$ cat src/verilog/dfs_map.vh
// constants of the drive fault supervisor
`ifndef DFS_MAP_VH
`define DFS_MAP_VH

// ----------------------------------------------------------------
// error codes
// ----------------------------------------------------------------
`define DFS_CODE_NONE 16'h0000
`define DFS_CODE_GEAR_SPD 16'ha060
`define DFS_CODE_GEAR_STEP 16'ha061
`define DFS_CODE_FILT_OFS 16'ha062
`define DFS_CODE_FILT_SPD 16'ha063
`define DFS_CODE_FILT_DIFF 16'ha064
`define DFS_CODE_HALT_BRAKE 16'ha300
`define DFS_CODE_QSTOP 16'ha301
`define DFS_CODE_LIM_POS 16'ha302
`define DFS_CODE_LIM_NEG 16'ha303
`define DFS_CODE_UNREADY 16'ha305
`define DFS_CODE_USR_STOP 16'ha306
`define DFS_CODE_INT_STOP 16'ha307
`define DFS_CODE_FAULT 16'ha308
`define DFS_CODE_NOT_OPEN 16'ha309
`define DFS_CODE_NO_POWER 16'ha310

// ----------------------------------------------------------------
// classes and status bit positions
// ----------------------------------------------------------------
`define DFS_CLASS_NONE 3'h0
`define DFS_CLASS_QSTOP 3'h1
`define DFS_CLASS_FAULT 3'h2
`define DFS_BIT_LIMIT 5'h01
`define DFS_BIT_SWSTOP 5'h03
`define DFS_BIT_REF 5'h0a

// ----------------------------------------------------------------
// command codes
// ----------------------------------------------------------------
`define DFS_CMD_ENABLE 3'h0
`define DFS_CMD_DISABLE 3'h1
`define DFS_CMD_OPMODE 3'h2
`define DFS_CMD_MOTION 3'h3
`define DFS_CMD_PARAM 3'h4

// ----------------------------------------------------------------
// event slots, lowest index wins among equal class
// ----------------------------------------------------------------
`define DFS_NEV 9
`define DFS_EV_GEAR_SPD 0
`define DFS_EV_GEAR_STEP 1
`define DFS_EV_FILT_OFS 2
`define DFS_EV_FILT_SPD 3
`define DFS_EV_FILT_DIFF 4
`define DFS_EV_LIM_POS 5
`define DFS_EV_LIM_NEG 6
`define DFS_EV_USR_STOP 7
`define DFS_EV_INT_STOP 8

`endif

$ cat src/verilog/dfs_classify.v
// error classifier: class, code and status bits of same-cycle events
`timescale 1ns/1ns
`include "dfs_map.vh"
module dfs_classify (
  ev,
  max_class,
  code,
  bit_mask
);
  input wire [`DFS_NEV-1:0] ev;
  output reg [2:0] max_class;
  output reg [15:0] code;
  output wire [31:0] bit_mask;

  function [15:0] ev_code;
    input integer i;
    begin
      case (i)
        `DFS_EV_GEAR_SPD: ev_code = `DFS_CODE_GEAR_SPD;
        `DFS_EV_GEAR_STEP: ev_code = `DFS_CODE_GEAR_STEP;
        `DFS_EV_FILT_OFS: ev_code = `DFS_CODE_FILT_OFS;
        `DFS_EV_FILT_SPD: ev_code = `DFS_CODE_FILT_SPD;
        `DFS_EV_FILT_DIFF: ev_code = `DFS_CODE_FILT_DIFF;
        `DFS_EV_LIM_POS: ev_code = `DFS_CODE_LIM_POS;
        `DFS_EV_LIM_NEG: ev_code = `DFS_CODE_LIM_NEG;
        `DFS_EV_USR_STOP: ev_code = `DFS_CODE_USR_STOP;
        default: ev_code = `DFS_CODE_INT_STOP;
      endcase
    end
  endfunction

  function [2:0] ev_class;
    input integer i;
    begin
      if (i <= `DFS_EV_FILT_DIFF)
        ev_class = `DFS_CLASS_FAULT;
      else
        ev_class = `DFS_CLASS_QSTOP;
    end
  endfunction

  function [4:0] ev_bit;
    input integer i;
    begin
      if (i <= `DFS_EV_FILT_DIFF)
        ev_bit = `DFS_BIT_REF;
      else if (i <= `DFS_EV_LIM_NEG)
        ev_bit = `DFS_BIT_LIMIT;
      else
        ev_bit = `DFS_BIT_SWSTOP;
    end
  endfunction

  // ----------------------------------------------------------------
  // per-event status bit
  // ----------------------------------------------------------------
  wire [31:0] part [0:`DFS_NEV-1];
  genvar g;
  generate
    for (g = 0; g < `DFS_NEV; g = g + 1) begin : gen_ev
      if (g == 0) begin : gen_first
        assign part[g] = ev[g] ? (32'h1 << ev_bit(g)) : 32'h0;
      end else begin : gen_rest
        assign part[g] = part[g-1] | (ev[g] ? (32'h1 << ev_bit(g)) : 32'h0);
      end
    end
  endgenerate
  assign bit_mask = part[`DFS_NEV-1];

  // ----------------------------------------------------------------
  // highest class wins, scanned from the top so lowest index wins ties
  // ----------------------------------------------------------------
  integer i;
  always @* begin
    max_class = `DFS_CLASS_NONE;
    code = `DFS_CODE_NONE;
    for (i = `DFS_NEV - 1; i >= 0; i = i - 1) begin
      if (ev[i] && ev_class(i) >= max_class) begin
        max_class = ev_class(i);
        code = ev_code(i);
      end
    end
  end
endmodule

$ cat src/verilog/dfs_sync.v
// two-flop synchroniser for pin inputs
`timescale 1ns/1ns
module dfs_sync #(
  parameter W = 2
) (
  clk,
  rst_b,
  d,
  q
);
  input wire clk;
  input wire rst_b;
  input wire [W-1:0] d;
  output wire [W-1:0] q;

  reg [W-1:0] meta_r;
  reg [W-1:0] sync_r;

  // first stage feeds only the second stage
  always @(posedge clk or negedge rst_b) begin
    if (!rst_b) begin
      meta_r <= {W{1'b0}};
      sync_r <= {W{1'b0}};
    end else begin
      meta_r <= d;
      sync_r <= meta_r;
    end
  end

  assign q = sync_r;
endmodule

$ cat src/verilog/dfs_top.v
// drive fault supervisor: error logging, stop states and command refusal
`timescale 1ns/1ns
`include "dfs_map.vh"
module dfs_top (
  clk,
  rst_b,
  positive_limit_input,
  negative_limit_input,
  gear_speed_over,
  gear_step_over,
  filt_offset_over,
  filt_speed_over,
  filt_diff_over,
  user_stop_req,
  int_stop_req,
  homing_or_jog,
  power_ready,
  halt_req,
  standstill,
  fault_reset,
  cmd_valid,
  cmd_code,
  rsp_valid,
  rsp_ok,
  rsp_code,
  err_log,
  err_code,
  err_class,
  err_word,
  state_onehot,
  power_active,
  halt_braking,
  motion_stop
);
  input wire clk;
  input wire rst_b;
  input wire positive_limit_input;
  input wire negative_limit_input;
  input wire gear_speed_over;
  input wire gear_step_over;
  input wire filt_offset_over;
  input wire filt_speed_over;
  input wire filt_diff_over;
  input wire user_stop_req;
  input wire int_stop_req;
  input wire homing_or_jog;
  input wire power_ready;
  input wire halt_req;
  input wire standstill;
  input wire fault_reset;
  input wire cmd_valid;
  input wire [2:0] cmd_code;
  output reg rsp_valid;
  output reg rsp_ok;
  output reg [15:0] rsp_code;
  output reg err_log;
  output reg [15:0] err_code;
  output reg [2:0] err_class;
  output reg [31:0] err_word;
  output wire [4:0] state_onehot;
  output wire power_active;
  output wire halt_braking;
  output wire motion_stop;

  // ----------------------------------------------------------------
  // states
  // ----------------------------------------------------------------
  localparam [4:0] ST_UNREADY = 5'h01;
  localparam [4:0] ST_READY = 5'h02;
  localparam [4:0] ST_OPEN = 5'h04;
  localparam [4:0] ST_QSTOP = 5'h08;
  localparam [4:0] ST_FAULT = 5'h10;

  reg [4:0] state_r;
  reg [4:0] state_nxt;
  reg usr_stop_r;
  reg int_stop_r;
  reg halt_brake_r;
  reg halt_prev_r;
  reg [1:0] lim_prev_r;
  reg [4:0] ref_prev_r;
  reg [15:0] err_code_nxt;
  reg [2:0] err_class_nxt;
  reg rsp_ok_nxt;
  reg [15:0] rsp_code_nxt;

  wire [1:0] lim_s;
  wire [4:0] ref_lvl;
  wire [`DFS_NEV-1:0] ev;
  wire [2:0] ev_class;
  wire [15:0] ev_code;
  wire [31:0] ev_bits;
  wire halt_drop;
  wire int_stop_ev;
  wire cond_clear;

  // ----------------------------------------------------------------
  // limit pins come from outside, so they are synchronised first
  // ----------------------------------------------------------------
  dfs_sync #(
    .W(2)
  ) u_sync (
    .clk(clk),
    .rst_b(rst_b),
    .d({negative_limit_input, positive_limit_input}),
    .q(lim_s)
  );

  assign ref_lvl = {filt_diff_over, filt_speed_over, filt_offset_over,
                    gear_step_over, gear_speed_over};

  // ----------------------------------------------------------------
  // edge detection: a held limit or monitor condition logs once, not every cycle
  // ----------------------------------------------------------------
  always @(posedge clk or negedge rst_b) begin
    if (!rst_b) begin
      lim_prev_r <= 2'h0;
      ref_prev_r <= 5'h00;
      halt_prev_r <= 1'b0;
    end else begin
      lim_prev_r <= lim_s;
      ref_prev_r <= ref_lvl;
      halt_prev_r <= halt_req;
    end
  end

  // internal stop only counts in homing or jog
  assign int_stop_ev = int_stop_req & homing_or_jog;

  assign ev[`DFS_EV_GEAR_SPD] = ref_lvl[0] & ~ref_prev_r[0];
  assign ev[`DFS_EV_GEAR_STEP] = ref_lvl[1] & ~ref_prev_r[1];
  assign ev[`DFS_EV_FILT_OFS] = ref_lvl[2] & ~ref_prev_r[2];
  assign ev[`DFS_EV_FILT_SPD] = ref_lvl[3] & ~ref_prev_r[3];
  assign ev[`DFS_EV_FILT_DIFF] = ref_lvl[4] & ~ref_prev_r[4];
  assign ev[`DFS_EV_LIM_POS] = lim_s[0] & ~lim_prev_r[0];
  assign ev[`DFS_EV_LIM_NEG] = lim_s[1] & ~lim_prev_r[1];
  assign ev[`DFS_EV_USR_STOP] = user_stop_req;
  assign ev[`DFS_EV_INT_STOP] = int_stop_ev;

  dfs_classify u_cls (
    .ev(ev),
    .max_class(ev_class),
    .code(ev_code),
    .bit_mask(ev_bits)
  );

  // state exit and err_code clear on fault reset wait until no fault condition or limit is still present
  assign cond_clear = ~(|ref_lvl) & ~(|lim_s);

  // ----------------------------------------------------------------
  // state machine
  // ----------------------------------------------------------------
  always @* begin
    state_nxt = state_r;
    case (state_r)
      ST_UNREADY: begin
        if (power_ready)
          state_nxt = ST_READY;
      end
      ST_READY: begin
        if (!power_ready)
          state_nxt = ST_UNREADY;
        else if (cmd_valid && cmd_code == `DFS_CMD_ENABLE)
          state_nxt = ST_OPEN;
      end
      ST_OPEN: begin
        if (cmd_valid && cmd_code == `DFS_CMD_DISABLE && !halt_brake_r)
          state_nxt = ST_READY;
      end
      ST_QSTOP: begin
        if (fault_reset && !usr_stop_r && !int_stop_r && cond_clear)
          state_nxt = ST_READY;
        else if (fault_reset && cond_clear && !user_stop_req && !int_stop_ev)
          state_nxt = ST_READY;
      end
      ST_FAULT: begin
        if (fault_reset && cond_clear)
          state_nxt = ST_READY;
      end
      default: state_nxt = ST_UNREADY;
    endcase
    // class decides over any ordinary move; fault outranks quick stop
    if (ev_class >= `DFS_CLASS_FAULT)
      state_nxt = ST_FAULT;
    else if (ev_class == `DFS_CLASS_QSTOP && state_r != ST_FAULT)
      state_nxt = ST_QSTOP;
  end

  always @(posedge clk or negedge rst_b) begin
    if (!rst_b)
      state_r <= ST_UNREADY;
    else
      state_r <= state_nxt;
  end

  // ----------------------------------------------------------------
  // software stop memory, set wins over fault reset
  // ----------------------------------------------------------------
  always @(posedge clk or negedge rst_b) begin
    if (!rst_b) begin
      usr_stop_r <= 1'b0;
      int_stop_r <= 1'b0;
    end else begin
      usr_stop_r <= user_stop_req | (usr_stop_r & ~fault_reset);
      int_stop_r <= int_stop_ev | (int_stop_r & ~fault_reset);
    end
  end

  // ----------------------------------------------------------------
  // halt braking: active from halt request in operation enabled until standstill or leaving that state
  // ----------------------------------------------------------------
  always @(posedge clk or negedge rst_b) begin
    if (!rst_b)
      halt_brake_r <= 1'b0;
    else if (state_r != ST_OPEN || standstill)
      halt_brake_r <= 1'b0;
    else if (halt_req)
      halt_brake_r <= 1'b1;
  end

  // halt removed before standstill is answered like a refused command
  assign halt_drop = halt_prev_r & ~halt_req & halt_brake_r & ~standstill;

  // ----------------------------------------------------------------
  // error logging and sticky status word
  // ----------------------------------------------------------------
  always @* begin
    err_code_nxt = err_code;
    err_class_nxt = err_class;
    if (|ev) begin
      err_code_nxt = ev_code;
      err_class_nxt = ev_class;
    end else if (fault_reset && cond_clear) begin
      err_code_nxt = `DFS_CODE_NONE;
      err_class_nxt = `DFS_CLASS_NONE;
    end
  end

  always @(posedge clk or negedge rst_b) begin
    if (!rst_b) begin
      err_log <= 1'b0;
      err_code <= `DFS_CODE_NONE;
      err_class <= `DFS_CLASS_NONE;
      err_word <= 32'h0000_0000;
    end else begin
      err_log <= |ev;
      err_code <= err_code_nxt;
      err_class <= err_class_nxt;
      // a bit set in the clearing cycle survives the clear
      if (fault_reset)
        err_word <= ev_bits;
      else
        err_word <= err_word | ev_bits;
    end
  end

  // ----------------------------------------------------------------
  // command check: first matching refusal wins
  // ----------------------------------------------------------------
  always @* begin
    rsp_ok_nxt = 1'b1;
    rsp_code_nxt = `DFS_CODE_NONE;
    if (state_r == ST_FAULT) begin
      rsp_ok_nxt = 1'b0;
      rsp_code_nxt = `DFS_CODE_FAULT;
    end else if (state_r == ST_QSTOP && cmd_code != `DFS_CMD_DISABLE) begin
      rsp_ok_nxt = 1'b0;
      if (usr_stop_r)
        rsp_code_nxt = `DFS_CODE_USR_STOP;
      else if (int_stop_r)
        rsp_code_nxt = `DFS_CODE_INT_STOP;
      else
        rsp_code_nxt = `DFS_CODE_QSTOP;
    end else if (halt_brake_r) begin
      rsp_ok_nxt = 1'b0;
      rsp_code_nxt = `DFS_CODE_HALT_BRAKE;
    end else if (cmd_code == `DFS_CMD_ENABLE && state_r == ST_UNREADY) begin
      rsp_ok_nxt = 1'b0;
      rsp_code_nxt = `DFS_CODE_UNREADY;
    end else if (cmd_code == `DFS_CMD_OPMODE && state_r != ST_OPEN) begin
      rsp_ok_nxt = 1'b0;
      rsp_code_nxt = `DFS_CODE_NOT_OPEN;
    end else if (cmd_code == `DFS_CMD_MOTION && !power_active) begin
      rsp_ok_nxt = 1'b0;
      rsp_code_nxt = `DFS_CODE_NO_POWER;
    end
  end

  always @(posedge clk or negedge rst_b) begin
    if (!rst_b) begin
      rsp_valid <= 1'b0;
      rsp_ok <= 1'b0;
      rsp_code <= `DFS_CODE_NONE;
    end else if (cmd_valid) begin
      rsp_valid <= 1'b1;
      rsp_ok <= rsp_ok_nxt;
      rsp_code <= rsp_code_nxt;
    end else if (halt_drop) begin
      rsp_valid <= 1'b1;
      rsp_ok <= 1'b0;
      rsp_code <= `DFS_CODE_HALT_BRAKE;
    end else begin
      rsp_valid <= 1'b0;
      rsp_ok <= 1'b0;
      rsp_code <= `DFS_CODE_NONE;
    end
  end

  // ----------------------------------------------------------------
  // outputs
  // ----------------------------------------------------------------
  assign state_onehot = state_r;
  assign power_active = (state_r == ST_OPEN) | (state_r == ST_QSTOP);
  assign halt_braking = halt_brake_r;
  // motion stops in quick stop or fault; brake ramp is the motor loop's job
  assign motion_stop = (state_r == ST_QSTOP) | (state_r == ST_FAULT);
endmodule
$ cat config.mk
export PLATFORM = sky130hd
export DESIGN_NAME = dfs_top
export DESIGN_NICKNAME = d
export VERILOG_FILES = /design/src/verilog/dfs_classify.v /design/src/verilog/dfs_sync.v /design/src/verilog/dfs_top.v
export VERILOG_INCLUDE_DIRS = /design/src /design/src/verilog
export SDC_FILE = /design/constraint.sdc
export NUM_CORES = 1
export LEC_CHECK = 0
export BUFFER_PORTS_ARGS = -buffer_cell sky130_fd_sc_hd__buf_4
export CELL_PAD_IN_SITES_DETAIL_PLACEMENT = 0
export CELL_PAD_IN_SITES_GLOBAL_PLACEMENT = 1
export CORE_MARGIN = 3
export CORE_UTILIZATION = 25
export DETAILED_ROUTE_END_ITERATION = 12
export PLACE_DENSITY = 0.67
export SLEW_MARGIN = 20
export SYNTH_ARGS = -nofsm -noshare
export SYNTH_HDL_FRONTEND = slang
export SYNTH_SLANG_ARGS = --single-unit
$ cat constraint.sdc
create_clock -name clk -period 2.5 [get_ports clk]
set_input_delay 0.5 -clock clk [delete_from_list [all_inputs] [get_ports clk]]
set_output_delay 0.5 -clock clk [all_outputs]
set_load 0.02 [all_outputs]
==> impl_metrics.tcl <==
set metrics [dict create \
    run_status "completed" \
    dpl_cell_area_um2 2450 \
    drtIter0Drc 44 \
    ant_nets 0 \
    crit_type "register to output port" \
    cts_hold_buf 0 \
    drv_cap 0 \
    core_um2 8380 \
    die_h_um 99.6 \
    p_per_area_nw_per_um2 537 \
    ir_drop_v 0.000289 \
    avgSynthCellArea_um2 10.3 \
    post_cts_resized 0 \
    critPathArrivalTime_ps 1490 \
    worst_slack_ps 506 \
    clock_latency_ps 280 \
    critical_path_depth 4 \
    num_antenna_cells 0 \
    synth_edf_count 0 \
    grt_max_degree 40 \
    combPwrFrac 0.198 \
    cp_num_buf_inv 2 \
    pwr-share-seq 0.504 \
    yosysMostFrequentCell "buf_4" \
    holdCritPathClass "input pin to async pin" \
    cp-end-kind "output port" \
    cp_cell_sequence "xor2_1, nand2_1, inv_1, buf_4" \
    skew_ps 5.35 \
    drv_slew 0 \
    num_vias 1504 \
    clock_path_buffers 2 \
    start_kind "register" \
    synth_top_area_cell "dfrtp_1" \
    syn-cell-area_um2 2190 \
    grt_setup_unrepaired "false" \
    crit_path_end "power_active" \
    max_stage_delay_ps 540 \
    slowest_stage "dfrtp_1" \
    synth.distinct_cells 48 \
    area_growth_pct 15.5 \
    gp_congestion 0.752 \
    critPathTopFamily "flip-flops" \
    rr_startpoint "state_onehot[1]$_DFFE_PN0P_" \
    cp_data_required_time_ps 2000 \
    switchingPower_mw 0.409 \
    period_needed_ps 1990 \
    routedWlPerCell_um 12.6 \
    crit_fanout 9 \
    setup_tns_ps 0 \
    synth-main-ff-cell "dfrtp_1" \
    grt_antenna_before_repair 0 \
    setup_viol 0 \
    io_pins 98 \
    wirelength_mm 4.62 \
    power_leakage_nw 1.18 \
    p_clk_frac 0.297 \
    netSwitchingFraction 0.301 \
    yosys_warnings 0 \
    nFillCells 883 \
    worst_r2r_endpoint "rsp_code[0]$_DFF_PN0_" \
    rr_worst_depth 5 \
    grt_pass1_vias 1405 \
    synth_common_cells "buf_4 (53), dfrtp_1 (38), nor2_1 (15)" \
    grt-ovfl-total 0 \
    fp.dieW_um 99.6 \
    grt_usage 0.0942 \
    final_cell_area_um2 2530 \
    synth_area_leaders "dfrtp_1 (43%), buf_4 (18%), nor2_1 (2.6%)" \
    firstDrtPassIters 4 \
    row_count 33 \
    postCtsSetupRepairBufs 0 \
    ys_ff_latch 39 \
    drive_above_1_share 0.291 \
    final_util 0.302 \
    hold_viol_final 0 \
    total_power_mw 1.36 \
    viasPerCell 4.11 \
    cts_num_sinks 39 \
    place_ws_ps 562 \
    synth.yosys.seq_area_share 0.446 \
    initial_core_util 0.261 \
    place.port_buffers 53 \
    netlist_instances 213 \
    async_flop_share 1.00 \
    dpl.hpwl_mm 3.63 \
    ctsHtreeMaxLevel 2 \
    cts_inserted_buffers 5 \
    die_area_um2 9920 \
    reg2reg_slack_ps 670 \
    fmax_mhz 501 \
    cts_tree "yes" \
    synth_top_area_frac 0.434 \
    fin_crit_sh 0.798 \
    clock-root-buffer "clkbuf_8" \
    drc 0 \
    clkSlewWorstSetupHoldPaths_ps 70 \
    startpoint "state_onehot[3]$_DFFE_PN0P_" \
    grt_pass1_wl_mm 7.34 \
    p_int_mw 0.951 \
    fin_nets 280 \
]
==> per-stage QoR <==
stage          cells  hold slack, ps
6_report         366             168
5_1_grt          366             198
4_1_cts          366             186
3_5_place_dp     358             335
3_3_place_gp     358             333
2_1_floorplan    256             204
==> final cells by class <==
type / count / area [µm²] / share of cell area
flip-flops and latches: 39 / 977 / 0.386
multi-input cells: 154 / 917 / 0.362
repair buffers: 53 / 398 / 0.157
well taps: 105 / 131 / 0.0519
clock buffers: 7 / 76.3 / 0.0302
inverters: 7 / 26.3 / 0.0104
clock inverters: 1 / 5.00 / 0.00198
==> flip-flops by register name, summed over array words and instances (netlist names) <==
signal / flops
int_stop_r: 1
state_onehot: 5
err_word: 3
rsp_valid: 1
halt_prev_r: 1
u_sync.q: 2
halt_braking: 1
err_code: 6
err_log: 1
err_class: 1
u_sync.meta_r: 2
usr_stop_r: 1
rsp_code: 6
rsp_ok: 1
lim_prev_r: 2
ref_prev_r: 5
==> cell usage in the layout, fill, tap and decap left out, types with 2 or more instances in the layout <==
cell	synthesis	final
a2111oi_4	2	2
a21o_1	4	4
a21oi_1	8	8
a31oi_1	2	2
a32o_1	2	2
a41o_1	2	2
and3_1	2	2
buf_4	53	53
clkbuf_1	0	2
clkbuf_8	0	5
conb_1	1	44
dfrtp_1	38	38
inv_1	7	7
nand2_1	12	12
nand2b_1	5	5
nand3_1	3	3
nand3b_1	3	3
nor2_1	15	15
nor2b_1	5	5
nor3_1	3	3
nor4_1	4	4
nor4_2	2	2
o21ai_0	8	8
o21ba_2	2	2
or2b_2	2	2
xor2_1	2	2
==> how the worst min path moves through the flow <==
| stage | from | endpoint | slack (ps) | cells past startpoint |
|---|---|---|---|---|
| 2_1_floorplan | rst_b | err_class[0]$_DFFE_PN0P_ | 200 | 0 |
| 3_3_place_gp | u_sync.meta_r[0]$_DFF_PN0_ | u_sync.q[0]$_DFF_PN0_ | 330 | 0 |
| 3_5_place_dp | u_sync.meta_r[1]$_DFF_PN0_ | u_sync.q[1]$_DFF_PN0_ | 330 | 0 |
| 4_1_cts | rst_b | rsp_code[4]$_DFF_PN0_ | 190 | 1 |
| 5_1_grt | rst_b | rsp_code[4]$_DFF_PN0_ | 200 | 1 |
| 6_report | rst_b | rsp_code[4]$_DFF_PN0_ | 170 | 1 |
==> power groups by stage <==
| stage | logic, mW | registers [mW] | clock network (mW) |
|---|---|---|---|
| 3_3_place_gp | 0.271 | 0.699 | 0 |
| 6_report | 0.270 | 0.686 | 0.404 |
| 4_1_cts | 0.272 | 0.687 | 0.418 |
| 3_5_place_dp | 0.272 | 0.699 | 0 |
| 2_1_floorplan | 0.213 | 0.713 | 0 |
| 5_1_grt | 0.292 | 0.691 | 0.456 |
==> routing by layer <==
| layer | track usage | wire length, µm | part of all wire | up-vias |
|---|---|---|---|---|
| li1 | - | - | - | 728 |
| met1 | 0.121 | 2030 | 0.44 | 702 |
| met2 | 0.149 | 2140 | 0.46 | 69 |
| met3 | 0.0337 | 421 | 0.091 | 5 |
| met4 | 0.0284 | 35 | 0.0076 | 0 |
| met5 | 0 | 0 | 0 | - |
==> kinds of logic (layout without fill, tap and decap cells) <==
group / after synthesis / after routing / share of synthesized area
simple gates: 68 / 68 / 0.188
buf+inv: 63 / 68 / 0.209
compound gates: 39 / 39 / 0.143
other cells: 1 / 44 / 0.00171
flops: 39 / 39 / 0.446
xor+xnor: 2 / 2 / 0.00800
mux: 1 / 1 / 0.00457
Note: power is estimated with default switching activity, not from simulation.
